## config.mk

```make
export PLATFORM = sky130hd
export DESIGN_NAME = wdt_top
export DESIGN_NICKNAME = d
export VERILOG_FILES = /design/src/wdt_pkg.sv /design/src/wdt_ls_tick.sv /design/src/wdt_top.sv
export SDC_FILE = /design/constraint.sdc
export NUM_CORES = 1
export LEC_CHECK = 0
export BUFFER_PORTS_ARGS = -buffer_cell sky130_fd_sc_hd__buf_2
export CORE_ASPECT_RATIO = 2
export CORE_UTILIZATION = 55
export DETAILED_ROUTE_END_ITERATION = 12
export PLACE_DENSITY_LB_ADDON = 0.05
export REMOVE_ABC_BUFFERS = 1
export SLEW_MARGIN = 20
export SYNTH_ARGS = -nofsm -noshare
export SYNTH_HDL_FRONTEND = slang
export SYNTH_SLANG_ARGS = --single-unit
```

## constraint.sdc

```tcl
create_clock -name clk -period 8.8 [get_ports clk]
set_input_delay 1.76 -clock clk [delete_from_list [all_inputs] [get_ports clk]]
set_output_delay 1.76 -clock clk [all_outputs]
set_load 0.1 [all_outputs]
```

## src/wdt_pkg.sv

```systemverilog
// Purpose: shared constants and types of the windowed watchdog timer
// Assumes: 32-bit Avalon-MM register access, one aligned word per register
// Notes: register offsets are word indices; byte address is four times the index
package wdt_pkg;
   // register indices and bus geometry
   localparam int ADDR_W = 18;
   localparam logic [15:0] IDX_RESTART = 16'hFF99;
   localparam logic [15:0] IDX_OPTION = 16'hFF9A;
   localparam logic [15:0] IDX_STATUS = 16'hFF9B;
   localparam logic [15:0] IDX_CONTROL = 16'hFF9C;
   // restart register key and read-back values
   localparam logic [7:0] KEY_VALUE = 8'hAC;
   localparam logic [7:0] RESTART_RD_ON = 8'h9A;
   localparam logic [7:0] RESTART_RD_OFF = 8'h1A;
   localparam logic [3:0] BYTE_LANE0 = 4'h1;
   // option byte field positions
   localparam int OPT_LOCK_BIT = 0;
   localparam int OPT_OVF_LSB = 1;
   localparam int OPT_ENABLE_BIT = 4;
   localparam int OPT_WIN_LSB = 5;
   // control register field: low-speed oscillator stop
   localparam int CTL_OSC_STOP_BIT = 0;
   // overflow count base exponent and counter width
   localparam int OVF_BASE_EXP = 10;
   localparam int CNT_W = 17;
   // exempt data windows in the top of the address space
   localparam logic [15:0] EXEMPT_A_LO = 16'hFB00;
   localparam logic [15:0] EXEMPT_A_HI = 16'hFFCF;
   localparam logic [15:0] EXEMPT_B_LO = 16'hFFE0;
   // reset cause codes shown in the status register
   localparam logic [2:0] CAUSE_NONE = 3'h0;
   localparam logic [2:0] CAUSE_OVERFLOW = 3'h1;
   localparam logic [2:0] CAUSE_BAD_KEY = 3'h2;
   localparam logic [2:0] CAUSE_BIT_OP = 3'h3;
   localparam logic [2:0] CAUSE_WINDOW = 3'h4;
   localparam logic [2:0] CAUSE_FETCH = 3'h5;
   localparam logic [2:0] CAUSE_DATA = 3'h6;
   // bus handshake states
   typedef enum logic [0:0] {
      BUS_IDLE = 1'b0,
      BUS_ACK = 1'b1
   } wdt_bus_type;
endpackage

```

## src/wdt_ls_tick.sv

```systemverilog
// Purpose: turn the low-speed oscillator clock into one-cycle count ticks
// Assumes: low-speed clock far slower than clk
// Notes: two-flop synchroniser, edge taken from the second stage only
`timescale 1ns/1ps
module wdt_ls_tick (
   input wire logic clk,
   input wire logic reset_n,
   input wire logic ce,
   input wire logic ls_clk,
   output logic tick
);
   import wdt_pkg::*;

   typedef struct packed {
      logic sync1;
      logic sync2;
      logic prev;
   } wdt_tick_state_type;

   wdt_tick_state_type s_q;
   wdt_tick_state_type s_d;

   // first stage feeds only the second stage
   always_comb begin
      s_d = s_q;
      s_d.sync1 = ls_clk;
      s_d.sync2 = s_q.sync1;
      s_d.prev = s_q.sync2;
   end

   always_ff @(posedge clk or negedge reset_n) begin
      if (!reset_n) begin
         s_q <= '0;
      end else if (ce) begin
         s_q <= s_d;
      end
   end

   // rising edge of the synchronised low-speed clock
   assign tick = ce & s_q.sync2 & ~s_q.prev;
endmodule // wdt_ls_tick

```

## src/wdt_top.sv

```systemverilog
// Purpose: windowed watchdog timer with restart key, window and access checks
// Assumes: option byte stable at reset release; bus signals synchronous to clk
// Notes: the reset controller consumes wdt_reset_req; system reset clears all
//
// Summary of operation
// key ACH written clears and restarts counter
// restart register reset value 9AH or 1AH
// non-key write requests reset, deferred if stopped
// bit-manipulation access requests reset, deferred likewise
// restart register reads return reset value
// enable option starts counting and access checks
// later writes in closed window request reset
// first write after reset skips window check
// overflow without key write requests reset
// fetch outside configured memory requests reset
// data access outside memory requests reset, exemptions
// overflow after 2^(10+n) low-speed cycles
// window code selects 25/50/75/100 percent open
// closed from zero until open part starts
// software never combines code 000 with window 00
// lock option decides pause in halt/stop
// oscillator stop holds count without clearing
// counting continues during flash self-programming
// overflow after clear within two low-speed periods
// key write on last count still prevents reset
// counter clocked by low-speed oscillator
// every watchdog reset sets reset flag
// each cause gives one reset request pulse
`timescale 1ns/1ps
module wdt_top #(
   parameter int CNT_WIDTH = wdt_pkg::CNT_W
) (
   input wire logic clk,
   input wire logic reset_n,
   input wire logic ce,
   input wire logic lowspeed_clk,
   input wire logic [7:0] option_byte,
   input wire logic cpu_halt,
   input wire logic cpu_stop,
   input wire logic [15:0] memory_size_rom_top,
   input wire logic [15:0] memory_size_ram_base,
   input wire logic fetch_valid,
   input wire logic [15:0] fetch_addr,
   input wire logic data_valid,
   input wire logic [15:0] data_addr,
   input wire logic [wdt_pkg::ADDR_W-1:0] avs_address,
   input wire logic avs_read,
   input wire logic avs_write,
   input wire logic [31:0] avs_writedata,
   input wire logic [3:0] avs_byteenable,
   input wire logic avs_bit_op,
   output logic [31:0] avs_readdata,
   output logic avs_waitrequest,
   output logic wdt_reset_req,
   output logic watchdog_reset_flag
);
   import wdt_pkg::*;

   typedef struct packed {
      wdt_bus_type bus;
      logic wait_n;
      logic [31:0] rdata;
      logic opt_loaded;
      logic [7:0] opt;
      logic osc_stop;
      logic [CNT_WIDTH-1:0] cnt;
      logic first_done;
      logic pending;
      logic [2:0] pend_cause;
      logic fired;
      logic req;
      logic flag;
      logic [2:0] cause;
   } wdt_state_type;

   wdt_state_type s_q;
   wdt_state_type s_d;
   logic tick;

   // true when a configured memory area holds the address
   function automatic logic in_memory(input logic [15:0] a, input logic [15:0] rom_top,
                                      input logic [15:0] ram_base);
      in_memory = (a < rom_top) || (a >= ram_base);
   endfunction

   // decode a byte address to a register index match
   function automatic logic hits(input logic [ADDR_W-1:0] a, input logic [15:0] idx);
      hits = (a[1:0] == 2'h0) && (a[ADDR_W-1:2] == idx);
   endfunction

   // low-speed edges become ticks of the counter
   wdt_ls_tick u_tick (
      .clk(clk),
      .reset_n(reset_n),
      .ce(ce),
      .ls_clk(lowspeed_clk),
      .tick(tick)
   );

   logic enabled;
   logic ls_running;
   logic [2:0] ovf_code;
   logic [1:0] win_code;
   logic [CNT_WIDTH-1:0] limit_m1;
   logic [CNT_WIDTH-1:0] open_start;
   logic [CNT_WIDTH-1:0] quarter;
   logic [7:0] restart_rd;
   logic bus_go;
   logic wr_restart;
   logic [2:0] hit_cause;
   logic hit;

   // option fields and derived thresholds
   always_comb begin
      enabled = s_q.opt_loaded & s_q.opt[OPT_ENABLE_BIT];
      ovf_code = s_q.opt[OPT_OVF_LSB +: 3];
      win_code = s_q.opt[OPT_WIN_LSB +: 2];
      // limit is 2^(10+n); overflow fires on the tick that finds the count at limit-1
      limit_m1 = CNT_WIDTH'((1 << (OVF_BASE_EXP + int'(ovf_code))) - 1);
      quarter = CNT_WIDTH'((1 << (OVF_BASE_EXP + int'(ovf_code))) >> 2);
      // window opens after (3 - code) quarters of the period
      open_start = CNT_WIDTH'(quarter * (CNT_WIDTH'(3) - CNT_WIDTH'(win_code)));
      // stoppable oscillator pauses in halt, stop or software stop
      ls_running = s_q.opt[OPT_LOCK_BIT] | ~(cpu_halt | cpu_stop | s_q.osc_stop);
      restart_rd = s_q.opt[OPT_ENABLE_BIT] ? RESTART_RD_ON : RESTART_RD_OFF;
   end

   // bus request seen while idle is answered on the following edge
   always_comb begin
      bus_go = (avs_read | avs_write) && (s_q.bus == BUS_IDLE);
      wr_restart = bus_go && avs_write && hits(avs_address, IDX_RESTART);
   end

   // pick one cause, highest priority first
   always_comb begin
      hit = 1'b0;
      hit_cause = CAUSE_NONE;
      if (enabled && wr_restart && avs_bit_op) begin
         hit = 1'b1;
         hit_cause = CAUSE_BIT_OP;
      end else if (enabled && wr_restart && (avs_byteenable[0] == 1'b0 ||
                   avs_writedata[7:0] != KEY_VALUE)) begin
         hit = 1'b1;
         hit_cause = CAUSE_BAD_KEY;
      end else if (enabled && wr_restart && s_q.first_done && s_q.cnt < open_start) begin
         hit = 1'b1;
         hit_cause = CAUSE_WINDOW;
      end else if (enabled && fetch_valid &&
                   !in_memory(fetch_addr, memory_size_rom_top, memory_size_ram_base)) begin
         hit = 1'b1;
         hit_cause = CAUSE_FETCH;
      end else if (enabled && data_valid &&
                   !in_memory(data_addr, memory_size_rom_top, memory_size_ram_base) &&
                   !(data_addr >= EXEMPT_A_LO && data_addr <= EXEMPT_A_HI) &&
                   !(data_addr >= EXEMPT_B_LO)) begin
         hit = 1'b1;
         hit_cause = CAUSE_DATA;
      end else if (enabled && ls_running && tick && s_q.cnt == limit_m1 &&
                   !wr_restart) begin
         hit = 1'b1; // a key write on this tick wins
         hit_cause = CAUSE_OVERFLOW;
      end
   end

   // next state
   always_comb begin
      s_d = s_q;
      s_d.req = 1'b0;
      // option byte caught on the first edge after reset release
      if (!s_q.opt_loaded) begin
         s_d.opt_loaded = 1'b1;
         s_d.opt = option_byte;
      end
      // counter advances on low-speed ticks, also during flash work
      if (enabled && ls_running && tick) begin
         s_d.cnt = CNT_WIDTH'(s_q.cnt + CNT_WIDTH'(1));
      end
      // valid key write clears the count; first write ignores the window
      if (enabled && wr_restart && !hit && !s_q.fired) begin
         s_d.cnt = '0; // tick phase is not reset, so overflow may drift up to one period
         s_d.first_done = 1'b1;
      end
      // a cause fires now, or waits for the low-speed clock to resume
      if (hit && !s_q.fired && !s_q.pending) begin
         if (ls_running) begin
            s_d.fired = 1'b1;
            s_d.req = 1'b1;
            s_d.flag = 1'b1;
            s_d.cause = hit_cause;
         end else begin
            s_d.pending = 1'b1;
            s_d.pend_cause = hit_cause;
         end
      end else if (s_q.pending && ls_running && !s_q.fired) begin
         s_d.pending = 1'b0;
         s_d.fired = 1'b1;
         s_d.req = 1'b1;
         s_d.flag = 1'b1;
         s_d.cause = s_q.pend_cause;
      end
      // bus handshake: one wait cycle, then waitrequest low for one edge
      case (s_q.bus)
         BUS_IDLE: begin
            if (avs_read | avs_write) begin
               s_d.bus = BUS_ACK;
               s_d.wait_n = 1'b1;
               s_d.rdata = '0;
               if (avs_read) begin
                  if (hits(avs_address, IDX_RESTART)) begin
                     s_d.rdata = {24'h000000, restart_rd};
                  end else if (hits(avs_address, IDX_OPTION)) begin
                     s_d.rdata = {24'h000000, s_q.opt};
                  end else if (hits(avs_address, IDX_STATUS)) begin
                     s_d.rdata = {8'h00, s_q.fired, s_q.pending, s_q.first_done,
                                  (s_q.cnt >= open_start), s_q.cause,
                                  CNT_W'(s_q.cnt)};
                  end else if (hits(avs_address, IDX_CONTROL)) begin
                     s_d.rdata = {31'h00000000, s_q.osc_stop};
                  end
               end else if (hits(avs_address, IDX_CONTROL) && avs_byteenable[0]) begin
                  s_d.osc_stop = avs_writedata[CTL_OSC_STOP_BIT];
               end
            end
         end
         BUS_ACK: begin
            s_d.bus = BUS_IDLE;
            s_d.wait_n = 1'b0;
         end
         default: begin
            s_d.bus = BUS_IDLE;
            s_d.wait_n = 1'b0;
         end
      endcase
   end

   // whole state registered; ce low freezes everything
   always_ff @(posedge clk or negedge reset_n) begin
      if (!reset_n) begin
         s_q <= '0;
      end else if (ce) begin
         s_q <= s_d;
      end
   end

   // outputs straight from flops
   assign avs_readdata = s_q.rdata;
   assign avs_waitrequest = ~s_q.wait_n;
   assign wdt_reset_req = s_q.req;
   assign watchdog_reset_flag = s_q.flag;
endmodule // wdt_top

```

==> qor.csv <==
metric,value,unit
ys_top_cells_by_count,"ha_1, dfrtp_1, inv_1",
dp_hpwl,15300,um
hold_buffers,0,
drt_iter0_drc,281,
dieArea,0.0123,mm2
synthMostInstantiatedCell,ha_1,
synth_edf_count,0,
cts_buffers,9,
power.leakage,0.00388,uW
n_fill_cell,1034,
grt_first_pass_wirelength,29600,um
syn_area,0.00651,mm2
grt_remaining_overflow,0,
ys_seq_elements,66,
hold_path.class,register to register,
async_flop_share,100,%
cts_buffer_depth,2,
grt_start_max_net_pins,67,
first_pass_iters,4,
cts.clk_slew.worst_paths,0.05,ns
yosysWarnings,0,
core_area,0.0114,mm2
post_drt_wl_per_cell,18.2,um
crit_type,register to register,
grt_use_total,31.3,%
clock.fmax,0.149,GHz
drc,0,
hold_depth,2,
ant_nets,0,
min_to,avs_readdata[4],
ys_types,70,
fin_crit,6.70,ns
ioPinCount,172,
tns,0,ns
hold_viol_final,0,
h-tree-depth,3,
die_h,156,um
p_total,1070,uW
powerDensity,145,mW/mm2
regToRegSetupSlack,2.10,ns
synthTopCellsByArea,"dfrtp_1, ha_1, buf_4",
rsz0062_at_grt,false,
synth_top_cell_by_area,dfrtp_1,
cts_tree,yes,
insertion_delay,0.33,ns
required,8.98,ns
setup_viol_count_final,0,
path_max_fanout,20,
arrival,6.88,ns
drive_gt1_share,20.4,%
r2r-end,s_q[12],
cts.sink_count,66,
cp-end-kind,register,
row_count,55,
syn_area_per_cell,8.73,um2
fp.dieW,78.9,um
syn2layout_area_growth,14.1,%
io_buffers,136,
nets,1111,
synth_seq_area_share,25.4,%
antenna_found_initial,3,
start_util,57.0,%
drv_slew,0,
drt_wl_total,18300,um
viasPerCell,5.97,
post_cts_buffers,0,
ir_drop,158,uV
min_from,avs_readdata[4],
vias,6013,
cts_resized,0,
ys.flop_type,dfrtp_1,
grt_pass1_vias,6462,
max_cap_violations,0,
relSlewSlack,34.4,%
finClkSkew,0.00640,ns
start_kind,register,
fin_crit_sh,76.2,%
gp_congestion,0.915,
r2r_cells,20,
r2r_start,ovf_code[1],
tightest_slew,0.982,ns
ctsRootBufferMaster,clkbuf_16,
status,completed,
synthCells,746,
synth_top_area_share,25.4,%
-- stage by stage --
step           hold slack (ns)  cells  setup WS, ns  instance area [um2]  utilization [%]
2_1_floorplan            0.464    709          3.57                 6230                -
3_3_place_gp             0.471    988          2.20                 7100             62.2
3_5_place_dp             0.477    988          2.10                 7100             62.2
4_1_cts                  0.490   1004          2.11                 7410             64.9
5_1_grt                  0.507   1007          1.58                 7430             65.0
6_report                 0.494   1007          2.10                 7430             65.0
-- how the worst max path moves through the flow --
stage | startpoint | endpoint
after global routing | ovf_code[1] | s_q[22]
after floorplan | ovf_code[1] | s_q[12]
after detailed placement | ovf_code[1] | s_q[12]
final | ovf_code[1] | s_q[12]
after global placement | ovf_code[1] | s_q[12]
after CTS | ovf_code[1] | s_q[12]
-- area by class of cell --
| cell class | instances | area (um2) | area share, % |
|---|---|---|---|
| Antenna cell | 3 | 7.51 | 0.101 |
| Multi-Input combinational cell | 582 | 4370 | 58.8 |
| Timing Repair Buffer | 137 | 688 | 9.27 |
| Tap cell | 142 | 178 | 2.39 |
| Inverter | 61 | 229 | 3.08 |
| Clock inverter | 4 | 50.0 | 0.674 |
| Sequential cell | 66 | 1650 | 22.2 |
| Clock buffer | 12 | 256 | 3.45 |
-- cells in the final DEF (no fill, tap or decap), types with 4 or more instances in the layout --
cell | Yosys | routed
buf_2 | 0 | 136
ha_1 | 116 | 116
dfrtp_1 | 66 | 66
inv_1 | 61 | 61
nor2_1 | 59 | 59
nand2_1 | 45 | 45
o21ai_0 | 35 | 35
a21oi_1 | 34 | 34
nor3_1 | 23 | 23
nand3_1 | 22 | 22
xor2_1 | 19 | 19
nand4_1 | 19 | 19
xnor2_1 | 17 | 17
a22o_1 | 16 | 16
a21o_1 | 15 | 15
conb_1 | 1 | 14
nor4_1 | 11 | 11
nand2b_1 | 10 | 10
mux2_2 | 10 | 10
a31oi_1 | 9 | 9
a211oi_1 | 9 | 9
clkbuf_16 | 0 | 9
or3_1 | 8 | 8
and3_1 | 8 | 8
nor2b_1 | 7 | 7
a22oi_1 | 7 | 7
a21boi_0 | 6 | 6
or2_2 | 5 | 5
and2_1 | 4 | 4
and4_1 | 4 | 4
-- critical path: stages, from the launching register on --
cell and delay (ns):
dfrtp_1 0.81, inv_1 0.33, ha_1 0.55, or3_1 0.49, nor2_1 0.14, ha_1 0.25, ha_1 0.35, nor3_1 0.21
nor2_1 0.10, a31oi_1 0.27, nor2b_1 0.20, xor2_1 0.10, ha_1 0.33, nand4_1 0.10, nor2_1 0.14, o21ai_0 0.15
a31oi_1 0.27, a211oi_1 0.18, a311o_1 0.53, nor4_4 0.90, o32ai_1 0.14
-- sequential cells by signal, indices dropped and copies added, names as in the netlist --
signal and flops:
s_q 35, avs_readdata 24, wdt_reset_req 1, u_tick.s_q 1, u_tick.s_d 2, ovf_code 3
-- kinds of logic (layout without fill, tap and decap cells) --
| family | Yosys count | in the layout | share of synthesized area [%] |
|---|---|---|---|
| AOI/OAI and AO/OA | 159 | 159 | 16.7 |
| xor gates and xnor gates | 36 | 36 | 4.84 |
| adders and majority gates | 117 | 117 | 22.6 |
| buffers and inverters | 111 | 214 | 8.50 |
| DFF | 66 | 66 | 25.4 |
| muxes | 12 | 12 | 2.04 |
| other | 1 | 17 | 0.0576 |
| and+or+nand+nor | 244 | 244 | 19.9 |
-- power by group --
part | total [uW] | internal [uW] | switching, uW
Combinational | 340 | 123 | 216
Sequential | 370 | 329 | 41.2
Clock | 365 | 234 | 131
-- layer usage --
metal,global-route usage [%],share of wire (%),wire length [um],vias up
met5,0,0,0,-
met4,25.2,7.8,1440,0
met3,3.92,3.8,704,84
met2,61.9,56,10300,194
met1,26.8,32,5920,2843
li1,-,-,-,2892
No activity file was read; power rests on OpenSTA's default activity.
